`src/hw/bdo_pkg.sv`:
```
`default_nettype none
package bdo_pkg;
    // array organisation
    localparam int BANK_W      = 5;
    localparam int BLOCK_W     = 9;
    localparam int NUM_BLOCKS  = 259;
    localparam logic [BANK_W-1:0] PARAM_BANK = 5'h10;
    localparam logic PROT_RESET = 1'b1;

    // command codes on the command port
    typedef enum logic [3:0] {
        BDO_CMD_READ_ARRAY  = 4'h0,
        BDO_CMD_READ_STATUS = 4'h1,
        BDO_CMD_READ_QUERY  = 4'h2,
        BDO_CMD_READ_SIG    = 4'h3,
        BDO_CMD_PROGRAM     = 4'h4,
        BDO_CMD_ERASE       = 4'h5,
        BDO_CMD_SUSPEND     = 4'h6,
        BDO_CMD_RESUME      = 4'h7,
        BDO_CMD_PROTECT     = 4'h8,
        BDO_CMD_UNPROTECT   = 4'h9,
        BDO_CMD_OTP_PROGRAM = 4'ha,
        BDO_CMD_DONE        = 4'hb
    } bdo_cmd_type;

    // answer codes
    typedef enum logic [1:0] {
        BDO_ANS_OK        = 2'h0,
        BDO_ANS_SEQ_ERR   = 2'h1,
        BDO_ANS_PROT_ERR  = 2'h2,
        BDO_ANS_LOCK_ERR  = 2'h3
    } bdo_ans_type;

    // state of the one bank that may hold a program or erase
    typedef enum logic [2:0] {
        BDO_IDLE, BDO_PROG, BDO_ERASE, BDO_PROG_SUSP, BDO_ERASE_SUSP,
        BDO_OTP
    } bdo_op_type;
endpackage : bdo_pkg
`default_nettype wire

```
`src/hw/bdo_prot_mem.sv`:
```
`default_nettype none
module bdo_prot_mem
    import bdo_pkg::*;
#(
    parameter int N = NUM_BLOCKS
)(
    // clock and reset
    input  wire logic               clk,
    input  wire logic               resetn,
    // write side
    input  wire logic               wr_en,
    input  wire logic [BLOCK_W-1:0] wr_blk,
    input  wire logic               wr_val,
    // read side: registered readout, gated by its enable
    input  wire logic               rd_en,
    input  wire logic [BLOCK_W-1:0] rd_blk,
    output var  logic               rd_val,
    // same-cycle look at the stored bit, for the admission check
    output var  logic               chk_val
);
    typedef struct packed {
        logic [N-1:0] bits;
        logic         rd;
    } bdo_mem_st_type;

    bdo_mem_st_type s_q;
    bdo_mem_st_type s_d;

    // a read in the same cycle as a write registers the old stored bit; the new value shows from the next cycle
    always_comb
    begin
        s_d = s_q;
        if (wr_en && (int'(wr_blk) < N))
            s_d.bits[wr_blk] = wr_val;
        s_d.rd = rd_en && chk_val;
    end

    // every block comes back protected on reset
    always_ff @(posedge clk or negedge resetn)
    begin
        if (!resetn)
            s_q <= '{bits: {N{PROT_RESET}}, rd: 1'b0};
        else
            s_q <= s_d;
    end

    assign rd_val = s_q.rd;

    // a registered read would judge the block of the previous command;
    // blocks past the array count read as protected
    assign chk_val = (int'(rd_blk) < N) ? s_q.bits[rd_blk] : PROT_RESET;
endmodule : bdo_prot_mem
`default_nettype wire

```
`src/hw/bdo_sync.sv`:
```
`default_nettype none
module bdo_sync
    import bdo_pkg::*;
(
    // clock and reset
    input  wire logic clk,
    input  wire logic resetn,
    // level in and out
    input  wire logic din,
    output var  logic dout
);
    typedef struct packed {
        logic s1;
        logic s2;
    } bdo_sync_st_type;

    bdo_sync_st_type s_q;
    bdo_sync_st_type s_d;

    // first stage feeds only the second
    always_comb
    begin
        s_d.s1 = din;
        s_d.s2 = s_q.s1;
    end

    always_ff @(posedge clk or negedge resetn)
    begin
        if (!resetn)
            s_q <= '0;
        else
            s_q <= s_d;
    end

    assign dout = s_q.s2;
endmodule : bdo_sync
`default_nettype wire

```
`src/hw/bdo_bank_ctrl.sv`:
```
`default_nettype none
module bdo_bank_ctrl
    import bdo_pkg::*;
(
    // clock and reset
    input  wire logic               clk,
    input  wire logic               resetn,
    // command port, one command per valid cycle
    input  wire logic               cmd_valid,
    input  wire logic [3:0]         cmd_code,
    input  wire logic [BANK_W-1:0]  cmd_bank,
    input  wire logic [BLOCK_W-1:0] cmd_block,
    input  wire logic               cmd_param_blk,
    input  wire logic               cmd_word_hit,
    input  wire logic               cmd_setup_only,
    // supply monitor pin, asynchronous
    input  wire logic               program_lockout_threshold,
    // answer
    output var  logic               ans_valid,
    output var  logic [1:0]         ans_code,
    output var  logic               read_grant,
    output var  logic               read_data_valid,
    output var  logic               protection_state_bit,
    output var  logic               status_error,
    // engine side
    output var  logic               op_start,
    output var  logic               op_is_erase,
    output var  logic [BANK_W-1:0]  op_bank,
    output var  logic [BLOCK_W-1:0] op_block,
    output var  logic               op_suspend,
    output var  logic               op_resume,
    output var  logic               op_busy
);
    typedef struct packed {
        bdo_op_type         st;
        logic [BANK_W-1:0]  bank;
        logic [BLOCK_W-1:0] blk;
        logic               par;
        // program nested inside an erase suspend
        logic               nest;
        logic [BANK_W-1:0]  nbank;
        logic               ans_v;
        logic [1:0]         ans;
        logic               rgrant;
        logic               rvalid;
        logic               serr;
        logic               start;
        logic               is_er;
        logic               susp;
        logic               res;
        // registered copies of the engine-side levels
        logic               busy;
        logic [BANK_W-1:0]  obank;
    } bdo_st_type;

    bdo_st_type s_q;
    bdo_st_type s_d;
    logic       lockout;
    logic       prot_bit;
    logic       prot_now;
    logic       prot_re;
    logic       prot_we;
    logic       prot_wv;

    bdo_sync u_sync (
        .clk    (clk),
        .resetn (resetn),
        .din    (program_lockout_threshold),
        .dout   (lockout)
    );

    bdo_prot_mem u_prot (
        .clk    (clk),
        .resetn (resetn),
        .wr_en  (prot_we),
        .wr_blk (cmd_block),
        .wr_val (prot_wv),
        .rd_en   (prot_re),
        .rd_blk  (cmd_block),
        .rd_val  (prot_bit),
        .chk_val (prot_now)
    );

    // true when a command is a read of some space
    function automatic logic is_read(input logic [3:0] c);
        return c == BDO_CMD_READ_ARRAY || c == BDO_CMD_READ_STATUS ||
               c == BDO_CMD_READ_QUERY || c == BDO_CMD_READ_SIG;
    endfunction : is_read

    // dual-operation limits for a read while something is busy
    function automatic logic read_ok(input bdo_st_type s,
                                     input logic [3:0] c,
                                     input logic [BANK_W-1:0] b,
                                     input logic pb);
        logic spc;
        logic inpar;
        logic active;
        spc    = c == BDO_CMD_READ_QUERY || c == BDO_CMD_READ_SIG;
        inpar  = b == PARAM_BANK;
        active = s.st == BDO_PROG || s.st == BDO_ERASE;
        read_ok = 1'b1;
        if (s.st == BDO_OTP)
            read_ok = 1'b0;
        else if (active && s.par)
            read_ok = !spc && !inpar;
        else if (active && s.bank == PARAM_BANK)
            read_ok = !inpar;
        // same-bank array reads are taken; the caller flags their data unless a program is nested in an erase suspend
        else if (active && !pb && !inpar && c == BDO_CMD_READ_ARRAY)
            read_ok = 1'b1;
    endfunction : read_ok

    logic same;
    logic susp_st;
    logic busy_st;

    always_comb
    begin
        s_d         = s_q;
        s_d.ans_v   = 1'b0;
        s_d.ans     = BDO_ANS_OK;
        s_d.rgrant  = 1'b0;
        s_d.rvalid  = 1'b0;
        prot_re     = 1'b0;
        s_d.start   = 1'b0;
        s_d.susp    = 1'b0;
        s_d.res     = 1'b0;
        prot_we     = 1'b0;
        prot_wv     = PROT_RESET;
        same        = cmd_bank == s_q.bank;
        susp_st     = s_q.st == BDO_PROG_SUSP || s_q.st == BDO_ERASE_SUSP;
        busy_st     = s_q.st == BDO_PROG || s_q.st == BDO_ERASE ||
                      s_q.st == BDO_OTP;
        // engine reports completion of the running operation
        if (cmd_valid && cmd_code == BDO_CMD_DONE)
        begin
            if (s_q.nest)
            begin
                s_d.nest = 1'b0;
                s_d.st   = BDO_ERASE_SUSP;
            end
            else if (busy_st)
                s_d.st = BDO_IDLE;
            s_d.serr = 1'b0;
        end
        else if (cmd_valid)
        begin
            s_d.ans_v = 1'b1;
            unique case (cmd_code)
            BDO_CMD_READ_ARRAY, BDO_CMD_READ_STATUS,
            BDO_CMD_READ_QUERY, BDO_CMD_READ_SIG:
            begin
                // reads elsewhere stay open except during BDO_OTP or, for query and signature reads, while a parameter block is busy; setup too
                if (s_q.st == BDO_IDLE || cmd_setup_only ||
                    read_ok(s_q, cmd_code, cmd_bank, cmd_param_blk))
                begin
                    s_d.rgrant = 1'b1;
                    s_d.rvalid = 1'b1;
                    if (cmd_code == BDO_CMD_READ_ARRAY && same && !s_q.nest)
                    begin
                        if (busy_st)
                            s_d.rvalid = 1'b0;
                        else if (susp_st && (cmd_block == s_q.blk) &&
                                 (s_q.st == BDO_ERASE_SUSP || cmd_word_hit))
                        begin
                            s_d.rgrant = 1'b0;
                            s_d.rvalid = 1'b0;
                            s_d.ans    = BDO_ANS_SEQ_ERR;
                        end
                    end
                    prot_re = cmd_code == BDO_CMD_READ_SIG;
                end
                else
                    s_d.ans = BDO_ANS_SEQ_ERR;
            end
            BDO_CMD_PROGRAM, BDO_CMD_ERASE, BDO_CMD_OTP_PROGRAM:
            begin
                if (cmd_setup_only)
                    s_d.ans = BDO_ANS_OK;
                else if (!(s_q.st == BDO_IDLE ||
                      (s_q.st == BDO_ERASE_SUSP && !s_q.nest &&
                       cmd_code == BDO_CMD_PROGRAM &&
                       cmd_block != s_q.blk)))
                    s_d.ans = BDO_ANS_SEQ_ERR;
                else if (lockout)
                begin
                    s_d.ans  = BDO_ANS_LOCK_ERR;
                    s_d.serr = 1'b1;
                end
                else if (prot_now && cmd_code != BDO_CMD_OTP_PROGRAM)
                begin
                    s_d.ans  = BDO_ANS_PROT_ERR;
                    s_d.serr = 1'b1;
                end
                else
                begin
                    s_d.start = 1'b1;
                    s_d.is_er = cmd_code == BDO_CMD_ERASE;
                    if (s_q.st == BDO_ERASE_SUSP)
                    begin
                        s_d.nest  = 1'b1;
                        s_d.nbank = cmd_bank;
                        s_d.st    = BDO_PROG;
                    end
                    else
                    begin
                        s_d.bank = cmd_bank;
                        s_d.blk  = cmd_block;
                        s_d.par  = cmd_param_blk;
                        s_d.st   = cmd_code == BDO_CMD_ERASE ? BDO_ERASE :
                                   cmd_code == BDO_CMD_PROGRAM ? BDO_PROG :
                                   BDO_OTP;
                    end
                end
            end
            BDO_CMD_SUSPEND:
            begin
                if ((s_q.st == BDO_PROG || s_q.st == BDO_ERASE) && !s_q.nest)
                begin
                    s_d.susp = 1'b1;
                    s_d.st   = s_q.st == BDO_ERASE ? BDO_ERASE_SUSP :
                               BDO_PROG_SUSP;
                end
                else
                    s_d.ans = BDO_ANS_SEQ_ERR;
            end
            BDO_CMD_RESUME:
            begin
                // erase resumes even if its block became protected
                if (susp_st && !s_q.nest)
                begin
                    s_d.res = 1'b1;
                    s_d.st  = s_q.st == BDO_ERASE_SUSP ? BDO_ERASE : BDO_PROG;
                end
                else
                    s_d.ans = BDO_ANS_SEQ_ERR;
            end
            BDO_CMD_PROTECT, BDO_CMD_UNPROTECT:
            begin
                if (s_q.st == BDO_IDLE ||
                    (s_q.st == BDO_ERASE_SUSP && !s_q.nest))
                begin
                    prot_we = 1'b1;
                    prot_wv = cmd_code == BDO_CMD_PROTECT;
                end
                else
                    s_d.ans = BDO_ANS_SEQ_ERR;
            end
            default:
                s_d.ans = BDO_ANS_SEQ_ERR;
            endcase
        end
        // levels for the engine leave straight from flops, no output glitch
        s_d.busy  = s_d.st == BDO_PROG || s_d.st == BDO_ERASE ||
                    s_d.st == BDO_OTP;
        s_d.obank = s_d.nest ? s_d.nbank : s_d.bank;
    end

    // one clocked process for the whole control state
    always_ff @(posedge clk or negedge resetn)
    begin
        if (!resetn)
        begin
            s_q       <= '0;
            s_q.st    <= BDO_IDLE;
        end
        else
            s_q <= s_d;
    end

    // protect bit arrives from the memory's register, one cycle after
    assign ans_valid            = s_q.ans_v;
    assign ans_code             = s_q.ans;
    assign read_grant           = s_q.rgrant;
    assign read_data_valid      = s_q.rvalid;
    assign protection_state_bit = prot_bit;
    assign status_error         = s_q.serr;
    assign op_start             = s_q.start;
    assign op_is_erase          = s_q.is_er;
    assign op_bank              = s_q.obank;
    assign op_block             = s_q.blk;
    assign op_suspend           = s_q.susp;
    assign op_resume            = s_q.res;
    assign op_busy              = s_q.busy;
endmodule : bdo_bank_ctrl
`default_nettype wire

```
`config.mk`:
```
export PLATFORM = sky130hd
export DESIGN_NAME = bdo_bank_ctrl
export DESIGN_NICKNAME = d
export VERILOG_FILES = /design/src/hw/bdo_pkg.sv /design/src/hw/bdo_prot_mem.sv /design/src/hw/bdo_sync.sv /design/src/hw/bdo_bank_ctrl.sv
export SDC_FILE = /design/constraint.sdc
export NUM_CORES = 1
export LEC_CHECK = 0
export BUFFER_PORTS_ARGS = -buffer_cell sky130_fd_sc_hd__buf_2
export CORE_MARGIN = 2
export CORE_UTILIZATION = 55
export DETAILED_ROUTE_END_ITERATION = 16
export GPL_TIMING_DRIVEN = 0
export HOLD_SLACK_MARGIN = 0.08
export PLACE_DENSITY = 0.72
export SLEW_MARGIN = 20
export SYNTH_ARGS = -nofsm -noshare
export SYNTH_HDL_FRONTEND = slang
export SYNTH_SLANG_ARGS = --single-unit
```
`constraint.sdc`:
```
create_clock -name clk -period 3.32 [get_ports clk]
set_input_delay 0.996 -clock clk [delete_from_list [all_inputs] [get_ports clk]]
set_output_delay 0.996 -clock clk [all_outputs]
set_load 0.02 [all_outputs]
```
==> qor.yml, run 1 <==
worst_setup_path:
  cp.required_ns: 3.76
  endpoint_kind: "flop"
  arrival_ns: 3.82
  crit_type: "input pin to flop"
  worstPathMaxFanout: 10
  worst_setup_path_start_kind: "input pin"
synthesis:
  synth_fp_nets: 1658
  ys_ff_latch: 302
  yosysMostFrequentCell: "nor2_1"
  synthFlopType: "dfstp_2"
  synth.top_cells.by_count: "nor2_1, dfstp_2, a21oi_1"
  syn_inst: 1633
  ys_warn_count: 0
  synth.distinct_cells: 62
  avgSynthCellArea_um2: 9.368
  yosysTopAreaCell: "dfstp_2"
  syn_area_um2: 15300
  ys_seq_area_share_pct: 51.52
  synth-edff-count: 0
  netlist.area_leader.share_pct: 44.49
  async_flop_share_pct: 100.0
  yosys-top-cells-area: "dfstp_2, nor2_1, a21oi_1, dfrtp_1, mux2i_1"
place:
  gp_congestion: 0.9964
  postPlaceCellArea_um2: 16170
  place_ws_ns: -1.558
  hpwl_um: 32450
  port_buffers: 46
global_routing:
  grt_use_total_pct: 34.54
  gr-total-overflow: 0
  grt_first_pass_wirelength_um: 75310
  grt_max_degree: 106
  antenna_found_initial: 1
  grt_pass1_vias: 12830
routing:
  first_pass_iters: 6
  wirelength_um: 50290
  drc: 0
  ant_nets: 0
  vias: 13500
  post_drt_wl_per_cell_um: 23.33
  avgViaCountPerCell: 6.262
  dr.first_iter.drc_count: 1738
layout:
  layout-drive-gt1-share_pct: 33.97
  n_antenna_cell: 0
  finalInstanceArea_um2: 18390
  nets: 1780
  area_growth_pct: 20.19
outcome:
  violations: "setup timing"
  outcome: "complete, but fails checks"
power:
  p_seq_share_pct: 44.7
  sw_frac_of_total_pct: 25.39
  clockPowerShare_pct: 43.9
  p_sw_mw: 2.176
  intPower_mw: 6.395
  ir_drop_v: 0.0004548
  powerDensity_nw_per_um2: 466.2
  leakage_nw: 7.117
  power_frac_comb_pct: 11.4
worst_hold_path:
  hold_path.class: "flop to flop"
cts:
  cts_hold_buf: 0
  clock_latency_ns: 0.52
  htreeDepth: 2
  cts_num_sinks: 302
  clock_path_buffers: 3
  cts_root_buf: "clkbuf_16"
  cts_tree: "yes"
  cts_buffers: 35
  clkTransAtPathRegs_ns: 0.06
sta:
  fin_ws_ns: -0.05747
  drv_slew: 0
  max_freq_mhz: 296.1
  setup_viol: 7
  rsz0062_at_grt: "yes"
  slew_headroom_pct: 47.29
  final_hold_viol_count: 0
  worstMarginPinSlew_ns: 0.7890
  post-route-period-util_pct: 101.7
  fin_skew_ns: 0.03154
  whs_ns: 0.3484
  finalCriticalPeriod_ns: 3.377
die:
  die_w_um: 170.8
  initial_core_util_pct: 55.52
  core_area_um2: 27550
  die_y_um: 170.8
  io_pins: 51
  dieArea_um2: 29160
  rows: 61
flow_run:
  cap_violations: 0
cells by family after synthesis:
kind of cell | share of synthesized area, %
AND/OR/NAND/NOR | 16.66
AO/OA/AOI/OAI | 16.34
flip-flops | 51.52
buffers and inverters | 4.425
multiplexers | 10.19
XOR/XNOR | 0.8589
worst max-delay path, stage by stage:
cell,delay (ns)
buf_12,0.13
buf_16,0.15
and2_1,0.23
buf_4,0.28
a22oi_1,0.13
nand3_1,0.17
a41oi_2,0.17
a221oi_2,0.25
nand4_1,0.15
buf_6,0.16
buf_6,0.12
or3_1,0.29
a31o_1,0.22
nor4_1,0.17
mux2_4,0.19
repair_timing:
| action | 4_1_cts | 5_1_grt |
|---|---|---|
| endpoints found under the setup margin | 224 | 223 |
| buffers inserted | 20 | 18 |
| cloned | 5 | 0 |
| pin swaps | 19 | 16 |
| resized for setup | 138 | 88 |
area by class of cell:
type                       instances  area, µm²
sequential                       302       7881
inverter                          18      71.32
multi-input combinational       1187       7222
timing repair buffer              90      788.3
tap                              378      473.0
buffer                           121      852.1
clock buffer                      52      999.7
fill                            2142       9166
clock inverter                     8      98.84
path summary, 6_finish.rpt:
kind,depth (start not counted),slack [ns],endpoint,startpoint
max,15,-0.06,op_busy,cmd_block[0]
min,0,0.35,u_sync.dout,u_sync.s_d[0]
max reg2reg,12,0.18,u_prot.s_q[17],s_q[37]
min reg2reg,0,0.35,u_sync.dout,u_sync.s_d[0]
max in group asynchronous,3,1.88,u_prot.s_q[191],resetn
min in group asynchronous,1,0.48,u_prot.s_q[3],resetn
metal layers:
| layer | track usage [%] | share of wire, % | vias to the layer above |
|---|---|---|---|
| met1 | 46.60 | 39 | 6546 |
| li1 | - | - | 5933 |
| met5 | 1.913 | 0.15 | - |
| met4 | 14.94 | 4.9 | 2 |
| met3 | 8.212 | 10 | 191 |
| met2 | 53.32 | 45 | 828 |
through the flow:
| stage | TNS (ns) | utilization [%] | power, mW | cells |
|---|---|---|---|---|
| 3_5_place_dp | -189.73 | 58.70 | 4.703 | 2060 |
| 6_report | -0.1615 | 66.73 | 8.571 | 2156 |
| 4_1_cts | -0.07160 | 65.46 | 8.547 | 2141 |
| 3_3_place_gp | -966.29 | 58.37 | 4.676 | 2057 |
| 5_1_grt | -0.1263 | 66.73 | 8.811 | 2156 |
| 2_1_floorplan | -2.133 | - | 4.378 | 1633 |
cells in the final DEF (no fill, tap or decap), types with 6 or more instances in the layout:
master	Yosys	layout
nand2_1	67	52
mux2i_1	68	60
buf_4	23	48
dfrtp_1	43	43
clkbuf_4	0	6
buf_12	0	15
nand3_1	24	22
clkbuf_1	83	60
clkbuf_2	0	19
mux2_2	25	18
dfstp_2	259	259
clkbuf_16	0	35
buf_6	4	8
nor2_2	1	7
nor2_1	447	437
a21oi_1	250	249
inv_1	18	17
nor2b_1	17	17
a22oi_1	25	21
nand2_2	0	14
o31ai_1	32	32
xor2_1	6	6
o21ai_0	50	39
o21ai_1	0	7
a221oi_2	0	6
mux2_4	0	7
xnor2_1	9	9
a211oi_1	8	8
nor3_1	11	7
a31oi_1	37	37
buf_2	13	49
buf_16	0	8
clkbuf_8	0	7
mux4_2	26	26
registers in the layout, summed over array words and instances, names as in the netlist:
signal and flops:
u_prot.s_q 259, s_q 15, op_block 9, op_bank 5, ans_code 2, ans_valid 1
op_busy 1, op_is_erase 1, op_resume 1, op_start 1, op_suspend 1, read_data_valid 1
read_grant 1, status_error 1, u_prot.rd_val 1, u_sync.dout 1, u_sync.s_d 1
power by group through the flow:
stage / logic [mW] / registers [mW] / clock network (mW)
3_5_place_dp: 0.817 / 3.89 / 0
4_1_cts: 0.931 / 3.83 / 3.78
5_1_grt: 1.04 / 3.84 / 3.93
6_report: 0.976 / 3.83 / 3.76
3_3_place_gp: 0.797 / 3.88 / 0
2_1_floorplan: 0.492 / 3.89 / 0
Power figures use the tool's default switching activity.
==> run 2, diff against run 1 <==
--- a/config.mk
+++ b/config.mk
@@ -8,10 +8,12 @@
 export BUFFER_PORTS_ARGS = -buffer_cell sky130_fd_sc_hd__buf_2
 export CORE_MARGIN = 2
 export CORE_UTILIZATION = 55
+export CTS_BUF_LIST = sky130_fd_sc_hd__clkbuf_16
 export DETAILED_ROUTE_END_ITERATION = 16
 export GPL_TIMING_DRIVEN = 0
 export HOLD_SLACK_MARGIN = 0.08
 export PLACE_DENSITY = 0.72
+export SETUP_SLACK_MARGIN = 0.1
 export SLEW_MARGIN = 20
 export SYNTH_ARGS = -nofsm -noshare
 export SYNTH_HDL_FRONTEND = slang
==> qor.yml, run 2 (synthesis gave the netlist of run 1 again) <==
die:
  dieArea_um2: 29160
  initial_core_util_pct: 55.52
  die_w_um: 170.8
  io_pins: 51
  core_area_um2: 27550
  rows: 61
  die_y_um: 170.8
cts:
  cts_root_buf: "clkbuf_16"
  clock_latency_ns: 0.52
  cts_buffers: 35
  cts_num_sinks: 302
  clock_path_buffers: 3
  cts_hold_buf: 0
  htreeDepth: 2
  cts_tree: "yes"
  clkTransAtPathRegs_ns: 0.06
worst_setup_path:
  endpoint_kind: "flop"
  crit_start: "cmd_block[0]"
  worstRegToRegCells: 12
  worstPathMaxFanout: 7
  crit_type: "input pin to flop"
  rr_startpoint: "u_prot.s_q[24]"
  arrival_ns: 3.81
  r2r_setup_slack_ns: 0.21
  r2r_end: "s_q[17]"
  worst_setup_path_start_kind: "input pin"
  cp.required_ns: 3.71
  endpoint: "s_q[17]"
layout:
  largest_register: "u_prot.s_q"
  area_growth_pct: 21.54
  multi_input_area_um2: 7298
  register_area_um2: 7881
  mostFrequentLayoutCells: "nor2_1, dfstp_2, a21oi_1"
  nFillCells: 2087
  nets: 1789
  final_common_cell: "nor2_1"
  layout-drive-gt1-share_pct: 34.43
  postLayoutCoreUtil_pct: 67.48
  largest_reg_flops: 259
global_routing:
  grt_max_degree: 94
  grt_pass1_vias: 12850
  antenna_found_initial: 1
  grt_use_total_pct: 34.42
  gr-total-overflow: 0
  grt_first_pass_wirelength_um: 75450
sta:
  drv_slew: 0
  post-route-period-util_pct: 102.9
  whs_ns: 0.3642
  final_hold_viol_count: 0
  slew_headroom_pct: 52.72
  worstMarginPinSlew_ns: 0.7077
  fin_ws_ns: -0.09601
  fin_skew_ns: 0.01616
  rsz0062_at_grt: "yes"
  setup_viol: 17
  finalCriticalPeriod_ns: 3.416
  tns_ns: -0.6484
  max_freq_mhz: 292.7
outcome:
  violations: "setup timing"
  outcome: "complete, but fails checks"
flow_run:
  cap_violations: 0
routing:
  first_pass_iters: 6
  avgViaCountPerCell: 6.257
  vias: 13570
  wirelength_um: 50990
  drc: 0
  dr.first_iter.drc_count: 1580
  post_drt_wl_per_cell_um: 23.52
  ant_nets: 0
place:
  hpwl_um: 32290
  port_buffers: 46
  place_ws_ns: -1.639
  gp_congestion: 1.006
worst_hold_path:
  hold_path.class: "flop to flop"
  hold_depth: 0
power:
  powerDensity_nw_per_um2: 463.3
  power_mw: 8.614
  leakage_nw: 7.227
  ir_drop_v: 0.0003563
[run 2: cell count changes in the layout (fill, tap and decap cells not counted), moves of 5 or more]
cell | before | now
clkbuf_8 | 7 | 2
clkinv_2 | 3 | 8
clkinv_1 | 0 | 8
clkbuf_1 | 60 | 50
inv_1 | 17 | 23
buf_4 | 48 | 58
clkbuf_2 | 19 | 13
[run 2: power by group]
| group | switching (mW) | internal (mW) | leakage, nW |
|---|---|---|---|
| Sequential | 0.0730 | 3.78 | 3.24 |
| Combinational | 0.593 | 0.388 | 3.41 |
| Clock | 1.54 | 2.24 | 0.574 |
[run 2: area by class of cell]
| type | count | share of cell area, % |
|---|---|---|
| Sequential cell | 302 | 42.39 |
| Inverter | 18 | 0.3836 |
| Tap cell | 378 | 2.544 |
| Clock inverter | 25 | 0.9826 |
| Timing Repair Buffer | 96 | 4.583 |
| Multi-Input combinational cell | 1187 | 39.26 |
| Antenna cell | 1 | 0.01346 |
| Clock buffer | 37 | 4.980 |
| Buffer | 124 | 4.866 |
[run 2: worst min path at each step]
stage                              from  slack, ns          end
final                     u_sync.s_d[0]       0.36  u_sync.dout
after global routing      u_sync.s_d[0]       0.36  u_sync.dout
after CTS                 u_sync.s_d[0]       0.35  u_sync.dout
after detailed placement  u_sync.s_d[0]       0.34  u_sync.dout
after global placement    u_sync.s_d[0]       0.34  u_sync.dout
after floorplan           u_sync.s_d[0]       0.33  u_sync.dout
[run 2: repair_timing]
| action | in CTS | in global routing |
|---|---|---|
| gates cloned | 4 | 2 |
| hold endpoints to repair | 0 | 0 |
| resized for setup | 157 | 86 |
| setup endpoints to repair | 290 | 250 |
| setup buffers | 26 | 16 |
| pin swaps | 19 | 28 |
[run 2: routing by layer]
layer / part of all wire [%] / GRT usage, % / up-vias
li1: - / - / 5967
met1: 39 / 46.01 / 6640
met5: 0 / 0 / -
met3: 10 / 8.675 / 176
met2: 46 / 54.55 / 782
met4: 4.4 / 12.49 / 0
[run 2: critical path, stage by stage]
cell     delay (ns)
buf_12         0.12
buf_12         0.15
mux4_2         0.53
mux2i_2        0.25
nor2_1         0.10
nor4_2         0.34
nand4_1        0.16
buf_6          0.17
o22ai_4        0.14
and2_4         0.19
and3_4         0.21
buf_8          0.14
mux2_4         0.31
[run 2: stage by stage]
stage | instance area (µm²) | cells
finish | 18590 | 2168
global route | 18590 | 2168
detailed placement | 16170 | 2060
global placement | 16080 | 2057
floorplan | 15380 | 1633
CTS | 18160 | 2151
==> run 3, diff against run 2 <==
--- a/config.mk
+++ b/config.mk
@@ -7,12 +7,12 @@
 export LEC_CHECK = 0
 export BUFFER_PORTS_ARGS = -buffer_cell sky130_fd_sc_hd__buf_2
 export CORE_MARGIN = 2
-export CORE_UTILIZATION = 55
+export CORE_UTILIZATION = 60
 export CTS_BUF_LIST = sky130_fd_sc_hd__clkbuf_16
 export DETAILED_ROUTE_END_ITERATION = 16
 export GPL_TIMING_DRIVEN = 0
 export HOLD_SLACK_MARGIN = 0.08
-export PLACE_DENSITY = 0.72
+export PLACE_DENSITY = 0.77
 export SETUP_SLACK_MARGIN = 0.1
 export SLEW_MARGIN = 20
 export SYNTH_ARGS = -nofsm -noshare
==> qor.yml, run 3 (synthesis gave the netlist of run 1 again) <==
global_routing:
  gr-total-overflow: 0
  grt_use_total_pct: 37.21
  grt_pass1_vias: 13180
  grt_max_degree: 97
  grt_first_pass_wirelength_um: 75070
  antenna_found_initial: 0
sta:
  fin_skew_ns: 0.02750
  finalCriticalPeriod_ns: 3.507
  worstMarginPinSlew_ns: 0.8682
  fin_ws_ns: -0.1874
  slew_headroom_pct: 42.00
  final_hold_viol_count: 0
  post-route-period-util_pct: 105.6
  drv_slew: 0
  setup_viol: 22
  max_freq_mhz: 285.1
  rsz0062_at_grt: "yes"
routing:
  drc: 0
  wirelength_um: 50000
  avgViaCountPerCell: 6.551
  vias: 13880
  first_pass_iters: 8
  ant_nets: 0
  post_drt_wl_per_cell_um: 23.61
  dr.first_iter.drc_count: 1833
die:
  dieArea_um2: 26790
  die_y_um: 163.7
  initial_core_util_pct: 60.92
  io_pins: 51
  die_w_um: 163.7
  rows: 58
  core_area_um2: 25110
layout:
  nFillCells: 1802
  layout-drive-gt1-share_pct: 33.72
  nets: 1789
  n_antenna_cell: 0
  mostFrequentLayoutCells: "nor2_1, dfstp_2, a21oi_1"
  largest_register: "u_prot.s_q"
  largest_reg_flops: 259
  register_area_um2: 7881
  final_common_cell: "nor2_1"
  area_growth_pct: 19.75
  postLayoutCoreUtil_pct: 72.96
  multi_input_area_um2: 7233
cts:
  cts_num_sinks: 302
  cts_buffers: 35
  cts_root_buf: "clkbuf_16"
  htreeDepth: 2
  clock_path_buffers: 3
  cts_tree: "yes"
  clock_latency_ns: 0.52
  clkTransAtPathRegs_ns: 0.06
worst_setup_path:
  crit_start: "cmd_block[2]"
  cp.required_ns: 3.71
  worstPathMaxFanout: 10
  critPathMaxStageDelay_ns: 0.30
  arrival_ns: 3.89
  crit_buf_inv: 4
  path_cells: "buf_6 > bufbuf_16 > nor2_4 > buf_8 > a22oi_1 > nand3_1 > o31ai_2 > o21ai_1 > nand4_1 > o22ai_2 > and2_4 > and3_4 > buf_12 > mux2_4"
  worst_path_max_delay_cell: "mux2_4"
  crit_type: "input pin to flop"
  cp_top_family: "simple AND/OR/NAND/NOR gates"
  rr_startpoint: "s_q[37]"
  worst_setup_path_start_kind: "input pin"
  endpoint_kind: "flop"
power:
  clockPowerShare_pct: 42.5
  ir_drop_v: 0.0004330
  leakage_nw: 7.192
  power_frac_comb_pct: 11.8
  sw_frac_of_total_pct: 25.56
  intPower_mw: 6.240
  p_seq_share_pct: 45.8
  powerDensity_nw_per_um2: 457.6
  p_sw_mw: 2.143
flow_run:
  cap_violations: 0
place:
  port_buffers: 46
  place_ws_ns: -1.650
  hpwl_um: 32240
  gp_congestion: 0.9782
outcome:
  outcome: "complete, but fails checks"
  violations: "setup timing"
worst_hold_path:
  hold_path.class: "flop to flop"
  holdCritStartpoint: "u_sync.s_d[0]"
-- run 3: cell types whose count changed in the layout (fill, tap and decap cells not counted), sizes merged --
cell | previous run | this run
inv | 23 | 33
clkinv | 16 | 7
buf | 145 | 147
bufinv | 3 | 1
clkbuf | 111 | 109
diode | 1 | 0
-- run 3: layer usage --
layer | part of all wire, % | track usage [%]
met1 | 37 | 49.23
met4 | 6.8 | 22.05
met3 | 11 | 7.821
met2 | 45 | 56.76
met5 | 0 | 0
-- run 3: final timing paths --
check,slack [ns],cells past startpoint,to
max,-0.19,14,s_q[17]
min,0.35,0,u_sync.dout
max reg2reg,0.11,12,u_prot.s_q[98]
min reg2reg,0.35,0,u_sync.dout
max in group asynchronous,1.78,3,u_prot.s_q[198]
min in group asynchronous,0.40,1,op_bank[3]
-- run 3: what timing repair did --
action	in CTS	in global routing
gates cloned	5	0
gates resized for setup	129	96
endpoints found under the setup margin	223	224
buffers inserted	21	23
pin swaps	17	19
hold buffers	0	0
-- run 3: worst register-to-register path: stages, from the launching register on --
cell,delay (ns)
dfrtp_1,0.36
clkbuf_1,0.25
or2_2,0.38
a21oi_1,0.17
nand3_1,0.18
nor2_2,0.24
nand2_2,0.17
nor3_4,0.38
nand2_2,0.24
buf_2,0.33
nor2_1,0.23
nor2_1,0.08
a21oi_1,0.14
-- run 3: final cells by class --
| cell class | count | area share (%) |
|---|---|---|
| sequential | 302 | 43.02 |
| multi-input combinational | 1187 | 39.49 |
| buffer | 123 | 4.767 |
| inverter | 18 | 0.3893 |
| tap | 330 | 2.254 |
| timing repair buffer | 97 | 4.364 |
| clock buffer | 37 | 5.054 |
| clock inverter | 24 | 0.6625 |
-- run 3: power groups by stage --
stage	registers, mW	clock network (mW)	logic [mW]
6_report	3.84	3.56	0.985
5_1_grt	3.85	3.73	1.04
4_1_cts	3.84	3.58	0.906
3_5_place_dp	3.89	0	0.815
3_3_place_gp	3.88	0	0.793
2_1_floorplan	3.89	0	0.492
-- run 3: stage by stage --
stage	cells	area (µm²)	hold WS (ns)	setup TNS [ns]	total power [mW]
floorplan	1633	15380	0.3312	-2.133	4.378
finish	2118	18320	0.3540	-2.051	8.384
global placement	2009	16020	0.3365	-963.95	4.670
global route	2118	18320	0.3604	-2.180	8.618
CTS	2095	17850	0.3562	-0.01017	8.320
detailed placement	2012	16120	0.3442	-182.28	4.702
